## config.mk

```make
export PLATFORM = sky130hd
export DESIGN_NAME = tco_top
export DESIGN_NICKNAME = d
export VERILOG_FILES = /design/src/tco_pkg.sv /design/src/tco_top.sv
export SDC_FILE = /design/constraint.sdc
export NUM_CORES = 1
export LEC_CHECK = 0
export ABC_CLOCK_PERIOD_IN_PS = 5950
export BUFFER_PORTS_ARGS = -buffer_cell sky130_fd_sc_hd__buf_2
export CAP_MARGIN = 5
export CORE_AREA = 5 5 146 148
export CTS_BUF_LIST = sky130_fd_sc_hd__clkbuf_8 sky130_fd_sc_hd__clkbuf_16
export DETAILED_ROUTE_END_ITERATION = 10
export DIE_AREA = 0 0 151 153
export PLACE_DENSITY = 0.66
export SLEW_MARGIN = 5
export SYNTH_ARGS = -nofsm -noshare
export SYNTH_HDL_FRONTEND = slang
export SYNTH_SLANG_ARGS = --single-unit
export TNS_END_PERCENT = 5
```

## constraint.sdc

```tcl
create_clock -name pclk -period 5.95 [get_ports pclk]
set_input_delay 0.2975 -clock pclk [delete_from_list [all_inputs] [get_ports pclk]]
set_output_delay 0.2975 -clock pclk [all_outputs]
set_load 0.02 [all_outputs]
```

## src/tco_pkg.sv

```systemverilog
/*
 * Package for the timer compare output block: register offsets, control
 * field positions, reset values and the per-channel mode encoding.
 * Assumes a 32-bit APB register bus with byte addresses on paddr.
 */
package tco_pkg;

	////////////////////////////////////////////////////////////////////////
	// Sizes
	localparam int unsigned TCO_NCH = 4;
	localparam int unsigned TCO_TW = 16;
	localparam int unsigned TCO_AW = 8;

	////////////////////////////////////////////////////////////////////////
	// Register byte offsets (compare register n sits at CC0 + 4*n)
	localparam logic [7:0] TCO_CTRL_OFS = 8'h00;
	localparam logic [7:0] TCO_COMPARE_CAPTURE_ENABLE_OFS = 8'h04;
	localparam logic [7:0] TCO_CC0_OFS = 8'h08;
	localparam logic [7:0] TCO_PORT_OFS = 8'h18;
	localparam logic [7:0] TCO_SHADOW_OFS = 8'h1c;
	localparam logic [7:0] TCO_STAT_OFS = 8'h20;
	localparam logic [7:0] TCO_TIMER_OFS = 8'h24;

	////////////////////////////////////////////////////////////////////////
	// Field positions
	localparam int unsigned TCO_CTRL_CM_BIT = 0;
	localparam int unsigned TCO_CTRL_EDGE_BIT = 1;
	localparam int unsigned TCO_CTRL_RLD_BIT = 2;
	localparam int unsigned TCO_CTRL_W = 3;
	localparam int unsigned TCO_STAT_OVF_BIT = 0;

	////////////////////////////////////////////////////////////////////////
	// Reset values and limits
	localparam logic [2:0] TCO_CTRL_RST = 3'h0;
	localparam logic [7:0] TCO_COMPARE_CAPTURE_ENABLE_RST = 8'h00;
	localparam logic [15:0] TCO_CC_RST = 16'h0000;
	localparam logic [15:0] TCO_TIMER_RST = 16'h0000;
	localparam logic [15:0] TCO_TIMER_MAX = 16'hffff;
	localparam logic [3:0] TCO_PORT_RST = 4'hf;

	////////////////////////////////////////////////////////////////////////
	// Two-bit mode field of each channel in compare_capture_enable
	typedef enum logic [1:0] {
		TCO_MODE_OFF = 2'b00,
		TCO_MODE_CAP_PIN = 2'b01,
		TCO_MODE_CMP = 2'b10,
		TCO_MODE_CAP_WR = 2'b11
	} tco_mode_type;

endpackage : tco_pkg

```

## src/tco_top.sv

```systemverilog
/*
 * Timer compare output block: 16-bit timer, four compare/capture
 * registers, port latches in compare mode 0 and 1, interrupt requests.
 * Assumes pclk is the machine clock and an APB master on the bus side;
 * the compare pins go to an external load and are read back as inputs.
 */
// The register offsets and register access over APB are this design's own decisions.
// Overview of operation
// - Each enabled register is compared with the count; a match drives pin, requests irq
// - One control bit picks compare mode 0 or 1 for all four registers
// - Pin takes its new level in the cycle the compare signal rises
// - Compare signal stays high while count equals the register
// - Register zero requests on compare rising or falling, per edge select bit
// - Registers one to three always request on compare going active
// - Enable register picks capture, compare or off for each register
// - Mode field: 00 off, 01 pin capture, 10 compare, 11 write capture
// - Overflow is rollover from all ones; it sets the overflow flag
// - Mode 0: output goes high on match
// - Mode 0: output goes low on timer overflow
// - Mode 0: port writes do not affect the output
// - Mode 0: latch driven only by compare and overflow, bus input cut
// - Mode 0: output keeps running each period without software
// - Mode 0: compare at all ones gives a one-cycle spike; compare at reload gives a one-cycle low
// - Timer steps once per machine clock
// - Mode 1: port writes reach the pin only at next match
// - Mode 1: shadow latch copied to output latch only on match
// - Mode 1: latches transparent while compare is active; a write updates both
// - Read-modify-write reads and writes the shadow latch
// - Plain port read returns the pin level
`timescale 1ns/1ps

module tco_top (
	// Clock and reset
	input wire logic pclk,
	input wire logic presetn,
	// APB slave
	input wire logic psel,
	input wire logic penable,
	input wire logic pwrite,
	input wire logic [tco_pkg::TCO_AW-1:0] paddr,
	input wire logic [31:0] pwdata,
	input wire logic [3:0] pstrb,
	output logic [31:0] prdata,
	output logic pready,
	output logic pslverr,
	// Compare pins, two-way
	input wire logic [tco_pkg::TCO_NCH-1:0] cmp_pin_in,
	output logic [tco_pkg::TCO_NCH-1:0] cmp_pin_out,
	output logic [tco_pkg::TCO_NCH-1:0] cmp_pin_oe_n,
	// Interrupt requests and timer events
	output logic [tco_pkg::TCO_NCH-1:0] cmp_irq_req,
	output logic timer_overflow
);
	import tco_pkg::*;

	////////////////////////////////////////////////////////////////////////
	// Helpers

	// Mode field of one channel
	function automatic tco_mode_type ch_mode(input logic [7:0] compare_capture_enable,
		input int unsigned ch);
		return tco_mode_type'(compare_capture_enable[2*ch +: 2]);
	endfunction : ch_mode

	// Byte address of compare register n
	function automatic logic [7:0] cc_addr(input int unsigned ch);
		return 8'(TCO_CC0_OFS + 4 * ch);
	endfunction : cc_addr

	////////////////////////////////////////////////////////////////////////
	// State
	logic [TCO_CTRL_W-1:0] ctrl_q;
	logic [7:0] compare_capture_enable_q;
	logic [TCO_TW-1:0] cc_q [TCO_NCH];
	logic [TCO_TW-1:0] timer_q;
	logic [TCO_NCH-1:0] shadow_q;
	logic [TCO_NCH-1:0] shadow_d;
	logic [TCO_NCH-1:0] out_q;
	logic [TCO_NCH-1:0] cmp_q;
	logic [TCO_NCH-1:0] clr_pend_q;
	logic [TCO_NCH-1:0] irq_q;
	logic [TCO_NCH-1:0] cap_wr_q;
	logic [TCO_NCH-1:0] oe_n_q;
	logic [TCO_NCH-1:0] sync1_q;
	logic [TCO_NCH-1:0] sync2_q;
	logic [TCO_NCH-1:0] sync3_q;
	logic [TCO_NCH-1:0] pin_q;
	logic [TCO_NCH-1:0] pin_prev_q;
	logic ovf_flag_q;
	logic ovf_pulse_q;
	logic [31:0] prdata_q;
	logic pslverr_q;

	// Combinational terms
	logic [TCO_NCH-1:0] is_cmp;
	logic [TCO_NCH-1:0] match;
	logic [TCO_NCH-1:0] cc_wr;
	logic [TCO_NCH-1:0] pin_evt;
	logic mode0;
	logic ovf_now;
	logic setup;
	logic wr_en;
	logic port_wr;

	////////////////////////////////////////////////////////////////////////
	// Bus decode; the slave never stalls, so pready is tied high
	assign setup = psel & ~penable;
	assign wr_en = psel & penable & pwrite;
	assign port_wr = wr_en && paddr == TCO_PORT_OFS && pstrb[0];
	assign pready = 1'b1;
	assign prdata = prdata_q;
	assign pslverr = pslverr_q;

	// Compare match per channel, against the registered count
	assign mode0 = ~ctrl_q[TCO_CTRL_CM_BIT];
	assign ovf_now = timer_q == TCO_TIMER_MAX;
	always_comb begin
		for (int i = 0; i < TCO_NCH; i++) begin
			is_cmp[i] = ch_mode(compare_capture_enable_q, i) == TCO_MODE_CMP;
			match[i] = is_cmp[i] && timer_q == cc_q[i];
			cc_wr[i] = wr_en && paddr == cc_addr(i);
		end
	end

	////////////////////////////////////////////////////////////////////////
	// Control, enable and status registers
	always_ff @(posedge pclk or negedge presetn) begin
		if (!presetn) begin
			ctrl_q <= TCO_CTRL_RST;
			compare_capture_enable_q <= TCO_COMPARE_CAPTURE_ENABLE_RST;
		end else if (wr_en && pstrb[0]) begin
			if (paddr == TCO_CTRL_OFS)
				ctrl_q <= pwdata[TCO_CTRL_W-1:0];
			if (paddr == TCO_COMPARE_CAPTURE_ENABLE_OFS)
				compare_capture_enable_q <= pwdata[7:0];
		end
	end

	// Overflow flag: a rollover in the clearing cycle still sets it
	always_ff @(posedge pclk or negedge presetn) begin
		if (!presetn) begin
			ovf_flag_q <= 1'b0;
			ovf_pulse_q <= 1'b0;
		end else begin
			ovf_pulse_q <= ovf_now;
			if (ovf_now)
				ovf_flag_q <= 1'b1;
			else if (wr_en && paddr == TCO_STAT_OFS && pstrb[0] &&
				pwdata[TCO_STAT_OVF_BIT])
				ovf_flag_q <= 1'b0;
		end
	end

	////////////////////////////////////////////////////////////////////////
	// Timer: one step per machine clock, optional reload from register 0
	always_ff @(posedge pclk or negedge presetn) begin
		if (!presetn)
			timer_q <= TCO_TIMER_RST;
		else if (ovf_now)
			timer_q <= ctrl_q[TCO_CTRL_RLD_BIT] ? cc_q[0] : TCO_TIMER_RST;
		else
			timer_q <= timer_q + 16'h0001;
	end

	////////////////////////////////////////////////////////////////////////
	// Pin inputs: three stages, a change counts once stages two and three
	// agree, which filters a one-cycle glitch
	always_ff @(posedge pclk or negedge presetn) begin
		if (!presetn) begin
			sync1_q <= TCO_PORT_RST;
			sync2_q <= TCO_PORT_RST;
			sync3_q <= TCO_PORT_RST;
			pin_q <= TCO_PORT_RST;
			pin_prev_q <= TCO_PORT_RST;
		end else begin
			sync1_q <= cmp_pin_in;
			sync2_q <= sync1_q;
			sync3_q <= sync2_q;
			for (int i = 0; i < TCO_NCH; i++)
				if (sync2_q[i] == sync3_q[i])
					pin_q[i] <= sync3_q[i];
			pin_prev_q <= pin_q;
		end
	end

	// Capture events from the pins; register 0 honours the edge select
	always_comb begin
		for (int i = 0; i < TCO_NCH; i++) begin
			if (i == 0 && !ctrl_q[TCO_CTRL_EDGE_BIT])
				pin_evt[i] = ~pin_q[i] & pin_prev_q[i];
			else
				pin_evt[i] = pin_q[i] & ~pin_prev_q[i];
			pin_evt[i] = pin_evt[i] &&
				ch_mode(compare_capture_enable_q, i) == TCO_MODE_CAP_PIN;
		end
	end

	////////////////////////////////////////////////////////////////////////
	// Compare/capture registers; a low-byte write in write-capture mode
	// latches the count one cycle later and the written value is dropped
	always_ff @(posedge pclk or negedge presetn) begin
		if (!presetn) begin
			for (int i = 0; i < TCO_NCH; i++)
				cc_q[i] <= TCO_CC_RST;
			cap_wr_q <= '0;
		end else begin
			for (int i = 0; i < TCO_NCH; i++) begin
				cap_wr_q[i] <= cc_wr[i] && pstrb[0] &&
					ch_mode(compare_capture_enable_q, i) == TCO_MODE_CAP_WR;
				if (cap_wr_q[i] || pin_evt[i])
					cc_q[i] <= timer_q;
				else if (cc_wr[i] &&
					ch_mode(compare_capture_enable_q, i) != TCO_MODE_CAP_WR) begin
					if (pstrb[0])
						cc_q[i][7:0] <= pwdata[7:0];
					if (pstrb[1])
						cc_q[i][15:8] <= pwdata[15:8];
				end
			end
		end
	end

	////////////////////////////////////////////////////////////////////////
	// Shadow latch input: in mode 0 a compare channel ignores the bus
	always_comb begin
		for (int i = 0; i < TCO_NCH; i++) begin
			shadow_d[i] = shadow_q[i];
			if (port_wr && !(mode0 && is_cmp[i]))
				shadow_d[i] = pwdata[i];
		end
	end

	// Output latches. Mode 0 sets on match and clears on overflow; when
	// both fall in one cycle (compare at all ones) the clear is deferred
	// a cycle, so the pulse shrinks to one clock instead of vanishing.
	always_ff @(posedge pclk or negedge presetn) begin
		if (!presetn) begin
			shadow_q <= TCO_PORT_RST;
			out_q <= TCO_PORT_RST;
			clr_pend_q <= '0;
		end else begin
			shadow_q <= shadow_d;
			for (int i = 0; i < TCO_NCH; i++) begin
				clr_pend_q[i] <= mode0 && match[i] && ovf_now;
				if (!is_cmp[i])
					out_q[i] <= shadow_d[i];
				else if (mode0) begin
					if (match[i])
						out_q[i] <= 1'b1;
					else if (ovf_now || clr_pend_q[i])
						out_q[i] <= 1'b0;
				end else if (match[i])
					out_q[i] <= shadow_d[i];
			end
		end
	end

	// Pin drive: released in capture modes so the pin can be an input
	always_ff @(posedge pclk or negedge presetn) begin
		if (!presetn)
			oe_n_q <= '0;
		else
			for (int i = 0; i < TCO_NCH; i++)
				oe_n_q[i] <= ch_mode(compare_capture_enable_q, i) == TCO_MODE_CAP_PIN ||
					ch_mode(compare_capture_enable_q, i) == TCO_MODE_CAP_WR;
	end
	assign cmp_pin_out = out_q;
	assign cmp_pin_oe_n = oe_n_q;

	////////////////////////////////////////////////////////////////////////
	// Compare signal and interrupt requests; both rise on the same edge, except register 0's request on falling edge select
	always_ff @(posedge pclk or negedge presetn) begin
		if (!presetn) begin
			cmp_q <= '0;
			irq_q <= '0;
		end else begin
			cmp_q <= match;
			for (int i = 0; i < TCO_NCH; i++) begin
				if (i == 0 && !ctrl_q[TCO_CTRL_EDGE_BIT])
					irq_q[i] <= cmp_q[i] & ~match[i];
				else
					irq_q[i] <= match[i] & ~cmp_q[i];
			end
		end
	end
	assign cmp_irq_req = irq_q;
	assign timer_overflow = ovf_pulse_q;

	////////////////////////////////////////////////////////////////////////
	// Read data and error, registered in the setup cycle
	always_ff @(posedge pclk or negedge presetn) begin
		if (!presetn) begin
			prdata_q <= '0;
			pslverr_q <= 1'b0;
		end else if (setup) begin
			prdata_q <= '0;
			pslverr_q <= 1'b0;
			case (paddr)
				TCO_CTRL_OFS: prdata_q[TCO_CTRL_W-1:0] <= ctrl_q;
				TCO_COMPARE_CAPTURE_ENABLE_OFS: prdata_q[7:0] <= compare_capture_enable_q;
				cc_addr(0): prdata_q[15:0] <= cc_q[0];
				cc_addr(1): prdata_q[15:0] <= cc_q[1];
				cc_addr(2): prdata_q[15:0] <= cc_q[2];
				cc_addr(3): prdata_q[15:0] <= cc_q[3];
				TCO_PORT_OFS: prdata_q[TCO_NCH-1:0] <= pin_q;
				TCO_SHADOW_OFS: prdata_q[TCO_NCH-1:0] <= shadow_q;
				TCO_STAT_OFS: prdata_q[TCO_STAT_OVF_BIT] <= ovf_flag_q;
				TCO_TIMER_OFS: prdata_q[15:0] <= timer_q;
				default: pslverr_q <= 1'b1;
			endcase
		end
	end
endmodule : tco_top

```

==> metrics.md <==
| Metric | Value |
|---|---|
| Net Sw Power | approximately 0.64 mW |
| Die height | between 150 and 200 microns |
| Power Density | roughly 250 mW/mm^2 |
| Post-route ant nets | 0 |
| Synthesized area | about 0.0087 sq mm |
| CP required | about 6300 ps |
| CP peak stage delay | approximately 700 ps |
| Distinct cells, synth | between 60 and 70 |
| Final Hold Vio Count | 3 |
| First-pass DRT Iterations | 6 |
| Bufs and invs on worst path | 1 |
| Stages on the worst setup path | 7 |
| WL final | around 25000 microns |
| Htree depth | 4 |
| Share of post-route cells with drive strength above 1 | approximately 22% |
| Synthesis Warnings | 0 |
| Hold WS | -7.65 ps |
| Die area | ~0.023 sq mm |
| Vias in the first global route | ~6.6k |
| Final net count | about 950 |
| Outcome | complete, but fails checks |
| Prevailing post-synth register cell | dfrtp_1 |
| Reg2Reg Capture Point | timer_q[13] |
| CTS Buf Count | 17 |
| CP startpoint | timer_q[1] |
| Initial antenna violation count | 0 |
| Combinational share of power | under 10% |
| FMAX | about 370 MHz |
| Worst r2r src | timer_q[1] |
| Starting DRT DRC Count | 692 |
| RSZ-0062 raised after global routing | false |
| Sum Neg Setup Slack | 0 ps |
| Max-Cap Viols | 0 |
| Final Cycle Share | around 45% |
| Post-route total power | 2.47 mW |
| Reg power frac | 46.6% |
| Postcts setup bufs | 0 |
| Post-Syn Instances | between 800 and 900 |
| Synth Area per Inst | approximately 10 sq um |
| Port-buffer cells | 64 |
| Max Fanout on Critical Path | 12 |
| Wirelength per Cell | about 21 microns |
| Reg clk slew, reported paths | 70 ps |
| Worst slack at placement | a little over 3000 ps |
| Critical path's top delay family | simple AND/OR/NAND/NOR gates |
| Hold WC Path Type | input pin to async pin |
| First-pass GRT wire length | ~39000 microns |
| GP Congestion | 0.916 |
| DR vias/cell | between 5 and 6 |
| Area share of the largest cell type after synthesis | 37.3% |
| Register bit total from synthesis | 158 |
| Setup Skew | approximately 9 ps |
| Slew HR | a little over a quarter |
| Num Clock Sinks | roughly 160 |
| Violated checks | hold timing |
| Worst path arrival time | ~3000 ps |
| Reg2reg path depth | 7 |
| Leak Pwr | 4.76 nW |
| Largest net degree at the start of global routing | 103 |
| # diodes | 0 |
| Final setup violation count | 0 |
| Core Region | between 0.015 and 0.02 sq mm |
| EDFF count, synth | 0 |
| Root buffer selected by CTS | clkbuf_16 |
| Most common cell on crit path | nand3_1 |
| Worst path slowest cell | dfrtp_1 |
| P_int | about 1.8 mW |
| Crit path launch type | flop |
| Synth async-reset ratio | 100% |
| Die width | between 150 and 200 microns |
| Gr ovfl total | 0 |
| DRC | 0 |
| GRT Util Overall | a little over a fifth |
| Max Root-Sink Buffers | 2 |
| Clk pwr share | between 40% and 50% |
| Crit Path Category | flop to flop |
| DR vias | ~6.8k |
| Clk_lat worst skew | between 400 and 500 ps |
| Layout-stage area growth over the synthesis result | 12.2% |
| Synth area leader | dfrtp_1 |
| Critical path endpoint category | flop |
| Slew Viols, Final | 0 |
| Worst Setup EP | timer_q[13] |
| Initial Util | a little over two fifths |
| Sw Ratio | between 20% and 30% |
| CTS tree | yes |
| Commonest non-fill, non-tap cell in the layout | dfrtp_1 |
| Setup ws final | between 3000 and 4000 ps |
| Top Ports | 100 |
| Most frequent cells in the layout | dfrtp_1 (130), mux2i_1 (69), xor2_1 (68) |
| Count of non-filler cells in the finished layout | approximately 1.2k |
| Sequential cell area fraction in the yosys report | ~46% |
| R2r setup slk | roughly 3300 ps |
| CP cell instances | ha_1 -> nand3_1 -> nor4_2 -> nand3_1 -> inv_1 -> nand2_1 -> o221ai_1 |
| Worst slew pin tran | between 1000 and 1500 ps |
| Detailed placement HPWL | ~17000 microns |
| Placed Cells | 1144 |
| Maximum vdd drop | around 0.18 mV |
| Top post-synthesis cells by area | dfrtp_1 (37%), dfstp_2 (8.4%), mux2i_1 (7.9%), xor2_1 (6.8%), mux2_2 (5.7%) |
| Fin crit period | 2670 ps |
| FP Rows | 52 |
per-layer routing:
layer  GRT usage [%]  routed length, microns
met5               0                       0
met4            5.48                     326
met3            5.18                    2050
met2            32.9                   11300
met1            31.9                   11200
stage by stage:
step	hold WS [ps]	area, sq um	util (%)
final	-7.65	9790	49.2
after global routing	73.8	9790	49.2
after CTS	22.6	9790	49.2
after detailed placement	347	9140	45.9
after global placement	346	9140	45.9
after floorplan	1.91	8780	-
worst min-delay path by stage:
stage                          start             end  cells past startpoint
after floorplan              presetn     cap_wr_q[0]                      0
after global placement    sync1_q[3]      sync2_q[3]                      0
after detailed placement  sync1_q[2]      sync2_q[2]                      0
after CTS                    presetn  cmp_irq_req[3]                      1
after global routing         presetn        cmp_q[2]                      1
final                        presetn        cmp_q[2]                      1
power groups by stage:
stage          registers (mW)  clock network [mW]  logic, mW
2_1_floorplan            1.17                   0      0.114
6_report                 1.15                1.12      0.198
3_3_place_gp             1.17                   0      0.193
5_1_grt                  1.15                1.18      0.218
4_1_cts                  1.15                1.14      0.198
3_5_place_dp             1.17                   0      0.195
worst reg2reg max path, stage by stage, from the launching register on:
cell      delay (ps)
dfrtp_1          680
ha_1             300
nand3_1          250
nor4_2           570
nand3_1          190
inv_1            140
nand2_1          200
o221ai_1         260
flip-flops by register name (all words and copies together) (netlist names), 4 cells and up:
name                      flops
clr_pend_q                    4
cmp_pin_out                   4
prdata                       16
sync1_q                       4
sync2_q                       4
cc_q                         64
pin_prev_q                    4
cmp_q                         4
timer_q                      16
cap_wr_q                      4
pin_q                         4
cmp_irq_req                   4
shadow_q                      4
compare_capture_enable_q      8
cmp_pin_oe_n                  4
sync3_q                       4
cells in the mapped netlist, drive strengths merged (13+ instances only):
| library cell | count |
|---|---|
| dfrtp | 130 |
| mux2i | 69 |
| nor2 | 69 |
| xor2 | 68 |
| nand2 | 65 |
| o21ai | 54 |
| mux2 | 49 |
| a21oi | 41 |
| clkbuf | 40 |
| buf | 37 |
| dfstp | 28 |
| nor4 | 26 |
| nand3 | 15 |
| inv | 13 |
area by class of cell:
type / count / area (sq um)
Multi-Input combinational cell: 630 / 4370
Sequential cell: 158 / 3990
Timing Repair Buffer: 77 / 434
Clock buffer: 20 / 489
Tap cell: 270 / 338
Fill cell: 1864 / 10100
Clock inverter: 11 / 116
Inverter: 13 / 48.8
logic make-up after synthesis:
family	synth area share (%)
AND/OR/NAND/NOR	14.7
AO/OA/AOI/OAI	11.8
flip-flops	45.7
multiplexers	14.7
buffers and inverters	4.86
XOR/XNOR	7.53
adder cells (fa/ha/maj)	0.602
other	0.0861
timing repair:
item | in CTS | in global routing
endpoints found under the setup margin | 0 | 0
hold buffers | 4 | 0
resized for setup | 0 | 0
hold endpoints to repair | 4 | 0
Power figures use the tool's default switching activity.
